[config.mk]
export PLATFORM = sky130hd
export DESIGN_NAME = aarr_top
export DESIGN_NICKNAME = d
export VERILOG_FILES = /design/src/verilog/aarr_pkg.sv /design/src/verilog/aarr_pair.sv /design/src/verilog/aarr_top.sv
export VERILOG_INCLUDE_DIRS = /design/src /design/src/verilog
export SDC_FILE = /design/constraint.sdc
export NUM_CORES = 1
export LEC_CHECK = 0
export ABC_AREA = 1
export BUFFER_PORTS_ARGS = -buffer_cell sky130_fd_sc_hd__buf_2
export CAP_MARGIN = 20
export CORE_ASPECT_RATIO = 1.5
export CORE_UTILIZATION = 35
export CTS_CLUSTER_SIZE = 28
export DETAILED_ROUTE_END_ITERATION = 6
export PLACE_DENSITY = 0.56
export REMOVE_ABC_BUFFERS = 1
export SLEW_MARGIN = 20
export SYNTH_ARGS = -nofsm -noshare
export SYNTH_HDL_FRONTEND = slang
export SYNTH_SLANG_ARGS = --single-unit
[constraint.sdc]
create_clock -name clk -period 2.7 [get_ports clk]
set_input_delay 0.81 -clock clk [delete_from_list [all_inputs] [get_ports clk]]
set_output_delay 0.81 -clock clk [all_outputs]
set_load 0.03 [all_outputs]
[src/verilog/aarr_cfg.svh]
`ifndef AARR_CFG_SVH
`define AARR_CFG_SVH

// register indices; byte address is four times the index
`define AARR_IDX_DIE_MAIN_HI 14'h05AE
`define AARR_IDX_DIE_MAIN_LO 14'h05AF
`define AARR_IDX_DIE_RED_HI 14'h05B0
`define AARR_IDX_DIE_RED_LO 14'h05B1
`define AARR_IDX_CELL_HI 14'h05B2
`define AARR_IDX_CELL_LO 14'h05B3
`define AARR_IDX_PIN_HI 14'h05B4
`define AARR_IDX_PIN_LO 14'h05B5
`define AARR_IDX_BAT_HI 14'h05B6
`define AARR_IDX_BAT_LO 14'h05B7
`define AARR_IDX_LOW_INTERNAL_REFERENCE_HI 14'h05B8
`define AARR_IDX_LOW_INTERNAL_REFERENCE_LO 14'h05B9
`define AARR_IDX_BG2_HI 14'h05BA
`define AARR_IDX_BG2_LO 14'h05BB
`define AARR_IDX_CTRL 14'h05BC
`define AARR_IDX_STATUS 14'h05BD
`define AARR_IDX_AON_HI 14'h05BE
`define AARR_IDX_AON_LO 14'h05BF
`define AARR_IDX_AVDD_HI 14'h05C0
`define AARR_IDX_AVDD_LO 14'h05C1

// reset values of every result pair
`define AARR_RST_HI 8'h80
`define AARR_RST_LO 8'h00

// control register fields
`define AARR_CELL_SEL_POS 0
`define AARR_PIN_SEL_POS 8
`define AARR_CTRL_RST 32'h00000000
`define AARR_CELL_SEL_SWEEP 5'h00

`define AARR_NUM_PAIRS 9

`endif

[src/verilog/aarr_pkg.sv]
package aarr_pkg;

  typedef enum logic [2:0] {
    AARR_SRC_DIE_TEMP = 3'b000,
    AARR_SRC_CELL = 3'b001,
    AARR_SRC_PIN = 3'b010,
    AARR_SRC_BAT = 3'b011,
    AARR_SRC_LOW_INTERNAL_REFERENCE = 3'b100,
    AARR_SRC_BG2 = 3'b101,
    AARR_SRC_AON = 3'b110,
    AARR_SRC_AVDD = 3'b111
  } aarr_src_type;

  typedef struct packed {
    logic valid;
    logic [15:0] data;
  } aarr_main_result_type;

  typedef struct packed {
    logic valid;
    aarr_src_type src;
    logic [4:0] chan;
    logic [15:0] data;
  } aarr_aux_result_type;

  typedef struct packed {
    logic [3:0] pin_sel;
    logic [4:0] cell_sel;
  } aarr_ctrl_type;

endpackage : aarr_pkg

[src/verilog/aarr_pair.sv]
`timescale 1ns/1ns
`include "aarr_cfg.svh"
module aarr_pair (
  // clock and reset
  input wire logic clk,
  input wire logic rst,
  // new conversion
  input wire logic upd_valid,
  input wire logic [15:0] upd_data,
  // read strobes from the bus slave
  input wire logic hi_rd,
  input wire logic lo_rd,
  // held value
  output logic [15:0] live_q,
  output logic [7:0] lo_q,
  output logic locked_q
);

  always_ff @(posedge clk) begin
    if (rst) begin
      live_q <= {`AARR_RST_HI, `AARR_RST_LO};
    end else if (upd_valid) begin
      live_q <= upd_data;
    end
  end

  // a high read always wins the lock; low read releases it
  always_ff @(posedge clk) begin
    if (rst) begin
      locked_q <= 1'b0;
    end else if (hi_rd) begin
      locked_q <= 1'b1;
    end else if (lo_rd) begin
      locked_q <= 1'b0;
    end
  end

  // shown low byte; refreshed from the live value on release so
  // an update that arrived while frozen is not lost
  always_ff @(posedge clk) begin
    if (rst) begin
      lo_q <= `AARR_RST_LO;
    end else if (hi_rd) begin
      lo_q <= lo_q;
    end else if (upd_valid && (!locked_q || lo_rd)) begin
      lo_q <= upd_data[7:0];
    end else if (locked_q && lo_rd) begin
      lo_q <= live_q[7:0];
    end
  end

endmodule : aarr_pair

[src/verilog/aarr_top.sv]
`timescale 1ns/1ns
`include "aarr_cfg.svh"
module aarr_top
  import aarr_pkg::*;
(
  // clock and reset
  input wire logic clk,
  input wire logic rst,
  // apb slave
  input wire logic psel,
  input wire logic penable,
  input wire logic pwrite,
  input wire logic [15:0] paddr,
  input wire logic [31:0] pwdata,
  output logic [31:0] prdata,
  output logic pready,
  output logic pslverr,
  // converter results
  input wire aarr_main_result_type main_res,
  input wire aarr_aux_result_type aux_res,
  // to the correction logic
  output logic [15:0] die_temp_correction,
  // selects, to the aux sequencer
  output aarr_ctrl_type ctrl_out
);

  localparam int NP = `AARR_NUM_PAIRS;

  localparam logic [NP-1:0][13:0] HI_IDX = {
    `AARR_IDX_AVDD_HI, `AARR_IDX_AON_HI, `AARR_IDX_BG2_HI,
    `AARR_IDX_LOW_INTERNAL_REFERENCE_HI, `AARR_IDX_BAT_HI, `AARR_IDX_PIN_HI,
    `AARR_IDX_CELL_HI, `AARR_IDX_DIE_RED_HI, `AARR_IDX_DIE_MAIN_HI
  };
  localparam logic [NP-1:0][13:0] LO_IDX = {
    `AARR_IDX_AVDD_LO, `AARR_IDX_AON_LO, `AARR_IDX_BG2_LO,
    `AARR_IDX_LOW_INTERNAL_REFERENCE_LO, `AARR_IDX_BAT_LO, `AARR_IDX_PIN_LO,
    `AARR_IDX_CELL_LO, `AARR_IDX_DIE_RED_LO, `AARR_IDX_DIE_MAIN_LO
  };

  logic [13:0] idx;
  logic aligned;
  logic setup_acc;
  logic done_acc;
  logic [NP-1:0] hit_hi;
  logic [NP-1:0] hit_lo;
  logic [NP-1:0] hi_rd;
  logic [NP-1:0] lo_rd;
  logic [NP-1:0] upd;
  logic [NP-1:0][15:0] upd_data;
  logic [NP-1:0][15:0] live;
  logic [NP-1:0][7:0] lo_q;
  logic [NP-1:0] locked;
  logic hit_ctrl;
  logic hit_status;
  logic cell_locked;
  logic [31:0] next_prdata;
  logic next_pslverr;
  aarr_ctrl_type ctrl;

  ////////////////////////////////////////////////////////////////////
  // bus decode

  assign idx = paddr[15:2];
  assign aligned = (paddr[1:0] == 2'h0);
  // data and read side effects are settled on the same edge that raises pready
  assign setup_acc = psel && penable && !pready;
  assign done_acc = psel && penable && pready;
  assign hit_ctrl = aligned && (idx == `AARR_IDX_CTRL);
  assign hit_status = aligned && (idx == `AARR_IDX_STATUS);

  ////////////////////////////////////////////////////////////////////
  // result pairs

  assign cell_locked = (ctrl.cell_sel != `AARR_CELL_SEL_SWEEP);

  always_comb begin
    upd = '0;
    upd_data = '0;
    upd[0] = main_res.valid;
    upd_data[0] = main_res.data;
    for (int k = 1; k < NP; k++) begin
      upd_data[k] = aux_res.data;
    end
    if (aux_res.valid) begin
      case (aux_res.src)
        AARR_SRC_DIE_TEMP: upd[1] = 1'b1;
        AARR_SRC_CELL: begin
          upd[2] = cell_locked && (aux_res.chan == ctrl.cell_sel);
        end
        AARR_SRC_PIN: begin
          upd[3] = !aux_res.chan[4]
            && (aux_res.chan[3:0] == ctrl.pin_sel);
        end
        AARR_SRC_BAT: upd[4] = 1'b1;
        AARR_SRC_LOW_INTERNAL_REFERENCE: upd[5] = 1'b1;
        AARR_SRC_BG2: upd[6] = 1'b1;
        AARR_SRC_AON: upd[7] = 1'b1;
        AARR_SRC_AVDD: upd[8] = 1'b1;
        default: upd = upd;
      endcase
    end
  end

  // cell data arrives signed and is stored whole, sign in bit 15
  // of the word, so the high byte carries the sign

  for (genvar g = 0; g < NP; g++) begin : gen_pair
    assign hit_hi[g] = aligned && (idx == HI_IDX[g]);
    assign hit_lo[g] = aligned && (idx == LO_IDX[g]);
    assign hi_rd[g] = setup_acc && !pwrite && hit_hi[g];
    assign lo_rd[g] = setup_acc && !pwrite && hit_lo[g];

    aarr_pair u_pair (
      .clk(clk),
      .rst(rst),
      .upd_valid(upd[g]),
      .upd_data(upd_data[g]),
      .hi_rd(hi_rd[g]),
      .lo_rd(lo_rd[g]),
      .live_q(live[g]),
      .lo_q(lo_q[g]),
      .locked_q(locked[g])
    );

  end

  ////////////////////////////////////////////////////////////////////
  // control register

  always_ff @(posedge clk) begin
    if (rst) begin
      ctrl <= aarr_ctrl_type'(`AARR_CTRL_RST);
    end else if (done_acc && pwrite && hit_ctrl) begin
      ctrl.cell_sel <= pwdata[`AARR_CELL_SEL_POS +: 5];
      ctrl.pin_sel <= pwdata[`AARR_PIN_SEL_POS +: 4];
    end
  end

  always_ff @(posedge clk) begin
    if (rst) begin
      ctrl_out <= aarr_ctrl_type'(`AARR_CTRL_RST);
    end else begin
      ctrl_out <= ctrl;
    end
  end

  ////////////////////////////////////////////////////////////////////
  // read mux

  always_comb begin
    next_prdata = 32'h00000000;
    next_pslverr = 1'b1;
    if (hit_ctrl) begin
      next_prdata[`AARR_CELL_SEL_POS +: 5] = ctrl.cell_sel;
      next_prdata[`AARR_PIN_SEL_POS +: 4] = ctrl.pin_sel;
      next_pslverr = 1'b0;
    end else if (hit_status && !pwrite) begin
      next_prdata[NP-1:0] = locked;
      next_pslverr = 1'b0;
    end else if (!pwrite) begin
      for (int k = 0; k < NP; k++) begin
        if (hit_hi[k]) begin
          next_prdata[7:0] = live[k][15:8];
          next_pslverr = 1'b0;
        end
        if (hit_lo[k]) begin
          next_prdata[7:0] = lo_q[k];
          next_pslverr = 1'b0;
        end
      end
    end
  end

  // one wait state: pready pulses for a single cycle
  always_ff @(posedge clk) begin
    if (rst) begin
      pready <= 1'b0;
    end else begin
      pready <= setup_acc;
    end
  end

  always_ff @(posedge clk) begin
    if (rst) begin
      prdata <= 32'h00000000;
      pslverr <= 1'b0;
    end else if (setup_acc) begin
      prdata <= pwrite ? 32'h00000000 : next_prdata;
      pslverr <= next_pslverr;
    end else begin
      pslverr <= 1'b0;
    end
  end

  ////////////////////////////////////////////////////////////////////
  // correction temperature

  always_ff @(posedge clk) begin
    if (rst) begin
      die_temp_correction <= {`AARR_RST_HI, `AARR_RST_LO};
    end else begin
      die_temp_correction <= live[0];
    end
  end
endmodule : aarr_top

Yosys cells after proc, flatten, opt, wreduce, memory -nomap -nowiden
Index checks and enable logic that the tools add are counted.

cells by class
  reductions and logical operators = 117
  bitwise logic cells = 10
  eq/ne operators = 29
  multiplexer cells = 89

operators by type and width
  operator                                         number
  two-way mux 8 bit                                37
  == test 14 x 11 -> 1 bit, second input constant  20
  logical AND 1 bit                                65
  two-way mux 1 bit                                47
  nonzero test 2 bit                               18
  AND reduction 2 bit                              9
  == test 3 bit, second input constant             4
  logical NOT 1 bit                                12
  two-way mux 12 bit                               1
  NOT 1 bit                                        10
  logical OR 1 bit                                 9
  two-way mux 9 bit                                1
  == test 3 x 2 -> 1 bit, second input constant    2
  two-way mux 3 bit                                2
  == test 5 bit                                    1
  two-way mux 5 bit                                1
  nonzero test 5 bit                               1
  == test 4 bit                                    1
  OR reduction 4 bit                               1
  == test 3 x 1 -> 1 bit, second input constant    1
  logical NOT 3 bit                                1
  logical NOT 2 bit                                1

word-level totals
  word-level logic and storage cells = 280
  register bits after elaboration = 293

Logic depth before layout (Yosys ltp)
  depth after elaboration = 23
  mapped depth = 25
  gate-level depth less buffers = 25

Modules after synthesis
From an unflattened synthesis, not the netlist that was laid out.

unflattened totals
  cells, all modules = 2,124
  area total of the unflattened synthesis = 13,495.4 um^2

modules (own cells, without submodules)
  module     area each (um^2)  cells an instance  instances
  aarr_pair  1,051.0           157                9
  aarr_top   4,036.4           711                1

Least setup slack after synthesis
No wires, ideal clock.

  path kind = input to register
  start point = input port paddr[12]
  end point = register gen_pair[8].u_pair.lo_q[2]
  cell stages on the path = 15
  setup slack = 0.136 ns
  arrival time = 2.448 ns
  data required time = 2.584 ns
  cell sequence = inv_1 -> nor2_2 -> nand3_4 -> nor2_8 -> inv_4 -> nor2_8 -> inv_4 -> o21ai_1 -> inv_1 -> a21oi_2 -> o21a_4 -> buf_8 -> o211ai_2 -> o211ai_1 -> inv_1

between the ends
  longest elaborated chain between the ends = 7
  elaborated cells between the ends (all ways) = 13
  classes of those cells = eq/ne (2); mux (1); bitwise (1); reduce/logical (9)

ends and longest elaborated chain
  item                                  RTL line         text
  from (decl)                           aarr_top.sv:13   input wire logic [15:0] paddr,
  == test 14 x 11 -> 1 bit              aarr_top.sv:109  assign hit_lo[g] = aligned && (idx == LO_IDX[g]);
  logical AND 1 bit                     aarr_top.sv:109
  logical AND 1 bit                     aarr_top.sv:111  assign lo_rd[g] = setup_acc && !pwrite && hit_lo[g];
  logical OR 1 bit                      aarr_pair.sv:45  end else if (upd_valid && (!locked_q || lo_rd)) begin
  logical AND 1 bit                     aarr_pair.sv:45
  nonzero test 2 bit (no source line)   -
  AND reduction 2 bit (no source line)  -
  to (signal assigned)                  aarr_pair.sv:44  lo_q <= lo_q;
  to (signal assigned)                  aarr_pair.sv:46  lo_q <= upd_data[7:0];
  to (signal assigned)                  aarr_pair.sv:48  lo_q <= live_q[7:0];
  to (decl)                             aarr_pair.sv:15  output logic [7:0] lo_q,

Several ways; a longest one is shown, not always the timed one.
A chain may end at the register's enable or synchronous reset.

Worst setup path after layout
  start point = input port paddr[12]
  end point = register prdata[1]

between the ends
  longest elaborated chain between the ends = 23
  elaborated cells between the ends (all ways) = 62
  classes of those cells = eq/ne (20); mux (21); reduce/logical (21)

ends and longest elaborated chain
  item                      RTL line         text
  == test 14 x 11 -> 1 bit  aarr_top.sv:108  assign hit_hi[g] = aligned && (idx == HI_IDX[g]);
  logical AND 1 bit         aarr_top.sv:108
  two-way mux 8 bit         aarr_top.sv:162  if (hit_hi[k]) begin
  two-way mux 8 bit         aarr_top.sv:166  if (hit_lo[k]) begin
  two-way mux 8 bit         aarr_top.sv:162
  two-way mux 8 bit         aarr_top.sv:166
  two-way mux 8 bit         aarr_top.sv:162
  two-way mux 8 bit         aarr_top.sv:166
  (+7 left out)             -
  two-way mux 8 bit         aarr_top.sv:166
  two-way mux 8 bit         aarr_top.sv:162
  two-way mux 8 bit         aarr_top.sv:166
  two-way mux 8 bit         aarr_top.sv:162
  two-way mux 8 bit         aarr_top.sv:166
  two-way mux 8 bit         aarr_top.sv:157  end else if (hit_status && !pwrite) begin
  two-way mux 5 bit (*)     aarr_top.sv:153  if (hit_ctrl) begin
  two-way mux 12 bit (*)    aarr_top.sv:188  prdata <= pwrite ? 32'h00000000 : next_prdata;
  to (signal assigned)      aarr_top.sv:188
  to (decl)                 aarr_top.sv:15   output logic [31:0] prdata,

Mark *: on every way between the ends. The rest lies on a longest branch, timed or not.

==> results_dict.tcl <==
set metrics [dict create \
    status "complete, no violations" \
    design.final.nets 2045 \
    average_wire_length_per_cell_after_detail_routing_microns 16.4 \
    drt_drc_violations_left 0 \
    avgSynthCellArea_sq_um 7.36 \
    cp.required_ns 3.17 \
    grt_antenna_before_repair 0 \
    via_count 12074 \
    achievable-frequency_mhz 394 \
    rsz_0062_raised_after_global_routing "true" \
    drt_pre_antenna_iters 5 \
    cp_bufs_invs 3 \
    timing.final.crit_share 0.940 \
    cpPeakStageDelay_ns 0.17 \
    critPathKind "input port to flip-flop" \
    routabilityCongestion 0.916 \
    worstSetupEndpointType "flip-flop" \
    post_cts_hold_buffer_count 0 \
    parity_gate_share_of_the_synthesized_area_counting_xor_and_xnor_cells 0.000696 \
    proportion_of_synthesized_area_in_mux_cells 0.00159 \
    critPathMaxFanout 9 \
    final-setup-viol-count 0 \
    insertedDiodeCount 0 \
    cap_viol_max_count 0 \
    critical_path_arrival_ns 3.01 \
    drive_gt1_frac 0.223 \
    tightest_slew_ns 0.773 \
    slew-limit-headroom 0.484 \
    area_growth_pct 25.4 \
    min_path_type "flip-flop to flip-flop" \
    post_drt_via_cell_ratio 4.95 \
    drt_iter0_drc 752 \
    synth_top_family_by_area "compound AO/OA/AOI/OAI gates" \
    fillCellCount 3616 \
    worst_vdd_drop_mv 0.397 \
    fp.dieH_microns 234 \
    multi_input_area_sq_um 5830 \
    crit_family "simple AND/OR/NAND/NOR gates" \
    min-delay-start "gen_pair[0].u_pair.live_q[15]" \
    critical_path.startpoint "paddr[12]" \
    fin_worst_skew_ns 0.00861 \
    grt_pass1_wl_microns 62000 \
    cts.htree.levels 1 \
    timing.critical_path.cells "buf_2 > inv_1 > nor2_4 > nand3_4 > buf_12 > nor2_8 > nand2_2 > nand2_4 > nand2_1 > nand3b_1 > nand2_1 > nand2_1 > nand2_1 > nand2_1 > nand2_1 > nand2_1 > nand2_1 > nand2_2 > nand2_1 > nand3b_1 > nand2_1 > nand3_1 > nand2_1 > a21oi_2" \
    p_leak_nw 7.09 \
    cts_num_sinks 273 \
    tritoncts_clock_tree "done" \
    setup-tns-final_ns 0 \
    wirelength_microns 40000 \
    synth_flop_cell "sky130_fd_sc_hd__dfxtp_1" \
    synthSimpleGateAreaFrac 0.201 \
    crit_top_cell "sky130_fd_sc_hd__nand2_1" \
    cts_made_buffers 26 \
    detail-route-antenna-nets 0 \
    crit_reg_reg_startpoint "pready" \
    worstSetupStartpointType "input port" \
    yosysSeqAreaShare 0.434 \
    synthDistinctLibCells 50 \
    buffer_ports.inserted 110 \
    worstSkewPairLatency_ns 0.54 \
    cts_buffer_depth 3 \
    fin_cells 2439 \
    finalCriticalPeriod_ns 2.54 \
    final_cell_mix "sky130_fd_sc_hd__nand2_1, sky130_fd_sc_hd__dfxtp_1, sky130_fd_sc_hd__inv_1, sky130_fd_sc_hd__buf_4, sky130_fd_sc_hd__a21oi_1" \
    synthAdderAreaFrac 0 \
    netlist_instances 1710 \
    timing.critical_path.slowest_stage_cell "sky130_fd_sc_hd__nor2_8" \
    pin_count_of_the_biggest_net_entering_global_routing 102 \
    gr-total-overflow 0 \
    detailedPlacementHpwl_microns 29400 \
    slew_viol_final 0 \
    die_w_microns 157 \
    seqCellArea_sq_um 5470 \
    num_io_pins 154 \
    syn_area_sq_um 12600 \
    synth-compound-area-share 0.248 \
    power-per-cell-area_nw_per_um2 547 \
    clock-root-buffer "sky130_fd_sc_hd__clkbuf_16" \
    synth_edf_count 0 \
    layout_commonest_cell "sky130_fd_sc_hd__nand2_1" \
    initial_utilization 0.357 \
    synth-seq-cells 273 \
    via_count_of_the_first_global_routing_pass 11247 \
    placed_cells 2391 \
    core-area_sq_um 35200 \
    die-area_sq_um 36700 \
    synthesis.yosys.warnings 0 \
    global_route.usage.total 0.219 \
    rows 84 \
    async_reset_ff_frac 0 \
    clk_transition_reported_paths_ns 0.07 \
    hold_viol 0 \
]
layout make-up:
cell class / count / area share
Timing Repair Buffer: 300 / 0.136
Tap cell: 473 / 0.0375
Sequential cell: 273 / 0.347
Clock buffer: 38 / 0.0493
Inverter: 230 / 0.0554
Multi-Input combinational cell: 1119 / 0.370
Clock inverter: 6 / 0.00508
where the power goes:
part | internal (W) | total, W | switching, W
clock network | 0.00217 | 0.00376 | 0.00158
registers | 0.00414 | 0.00419 | 0.0000513
logic | 0.000227 | 0.000687 | 0.000459
total | 0.00654 | 0.00863 | 0.00210
synth_stat cells (7+ instances only):
library cell                 n  area (sq um)
sky130_fd_sc_hd__nand2_1   305          1140
sky130_fd_sc_hd__dfxtp_1   273          5470
sky130_fd_sc_hd__inv_1     206           773
sky130_fd_sc_hd__a21oi_1   172           861
sky130_fd_sc_hd__o21ai_0   158           791
sky130_fd_sc_hd__nor2_1    155           582
sky130_fd_sc_hd__o211ai_1   99           743
sky130_fd_sc_hd__clkbuf_1   64           240
sky130_fd_sc_hd__a211oi_1   41           308
sky130_fd_sc_hd__nand3_1    40           200
sky130_fd_sc_hd__buf_4      24           180
sky130_fd_sc_hd__inv_2      17          63.8
sky130_fd_sc_hd__nor2_2     15          93.8
sky130_fd_sc_hd__nor3_1     14          70.1
sky130_fd_sc_hd__buf_2      12          60.1
sky130_fd_sc_hd__o21ai_1     9          45.0
sky130_fd_sc_hd__nand3b_1    8          60.1
sky130_fd_sc_hd__nor2_4      7          78.8
state kept, by name (all words and copies together) (netlist names):
register,count
ctrl_out,9
prdata,12
pready,1
gen_pair.u_pair.lo_q,72
ctrl,9
gen_pair.u_pair.locked_q,9
gen_pair.u_pair.live_q,144
die_temp_correction,16
pslverr,1
tightest hold or removal path: stages (launching register included):
cell and delay [ns]:
sky130_fd_sc_hd__dfxtp_1 0.31, sky130_fd_sc_hd__inv_1 0.05, sky130_fd_sc_hd__nand2_1 0.05
final timing paths:
path,to,slack (ns),cells past startpoint
setup / recovery,prdata[1],0.16,24
hold reg to reg,die_temp_correction[15],0.43,2
setup reg to reg,gen_pair[3].u_pair.lo_q[5],0.55,13
hold / removal,die_temp_correction[15],0.43,2
through the flow:
step                       util  hold slack [ns]  area (sq um)  power, W  setup WS (ns)
final                     0.448            0.432         15800   0.00863          0.162
after global routing      0.448            0.468         15800   0.00895        -0.0546
after CTS                 0.445            0.436         15700   0.00872         0.0492
after detailed placement  0.420            0.425         14800   0.00496         -0.493
after global placement    0.420            0.423         14800   0.00495         -0.460
after floorplan               -            0.400         12100   0.00462         -0.984
cell families (layout without fill, tap and decap cells):
kind of cell,Yosys count,in the layout
simple gates,576,576
compound gates,520,520
buf+inv,337,574
flops,273,273
mux,2,2
other cells,1,20
xor+xnor,1,1
routing by layer:
metal	wire length [microns]	part of all wire	track usage	vias up
li1	-	-	-	6097
met1	16600	0.42	0.257	5617
met2	20500	0.51	0.402	300
met3	1510	0.038	0.0220	60
met4	1350	0.034	0.0882	0
met5	0	0	0	-
repair_timing:
item / in CTS / in global routing
endpoints found under the setup margin: 0 / 9
setup buffers: 0 / 4
gates resized for setup: 0 / 23
(Power assumes the default switching activity.)
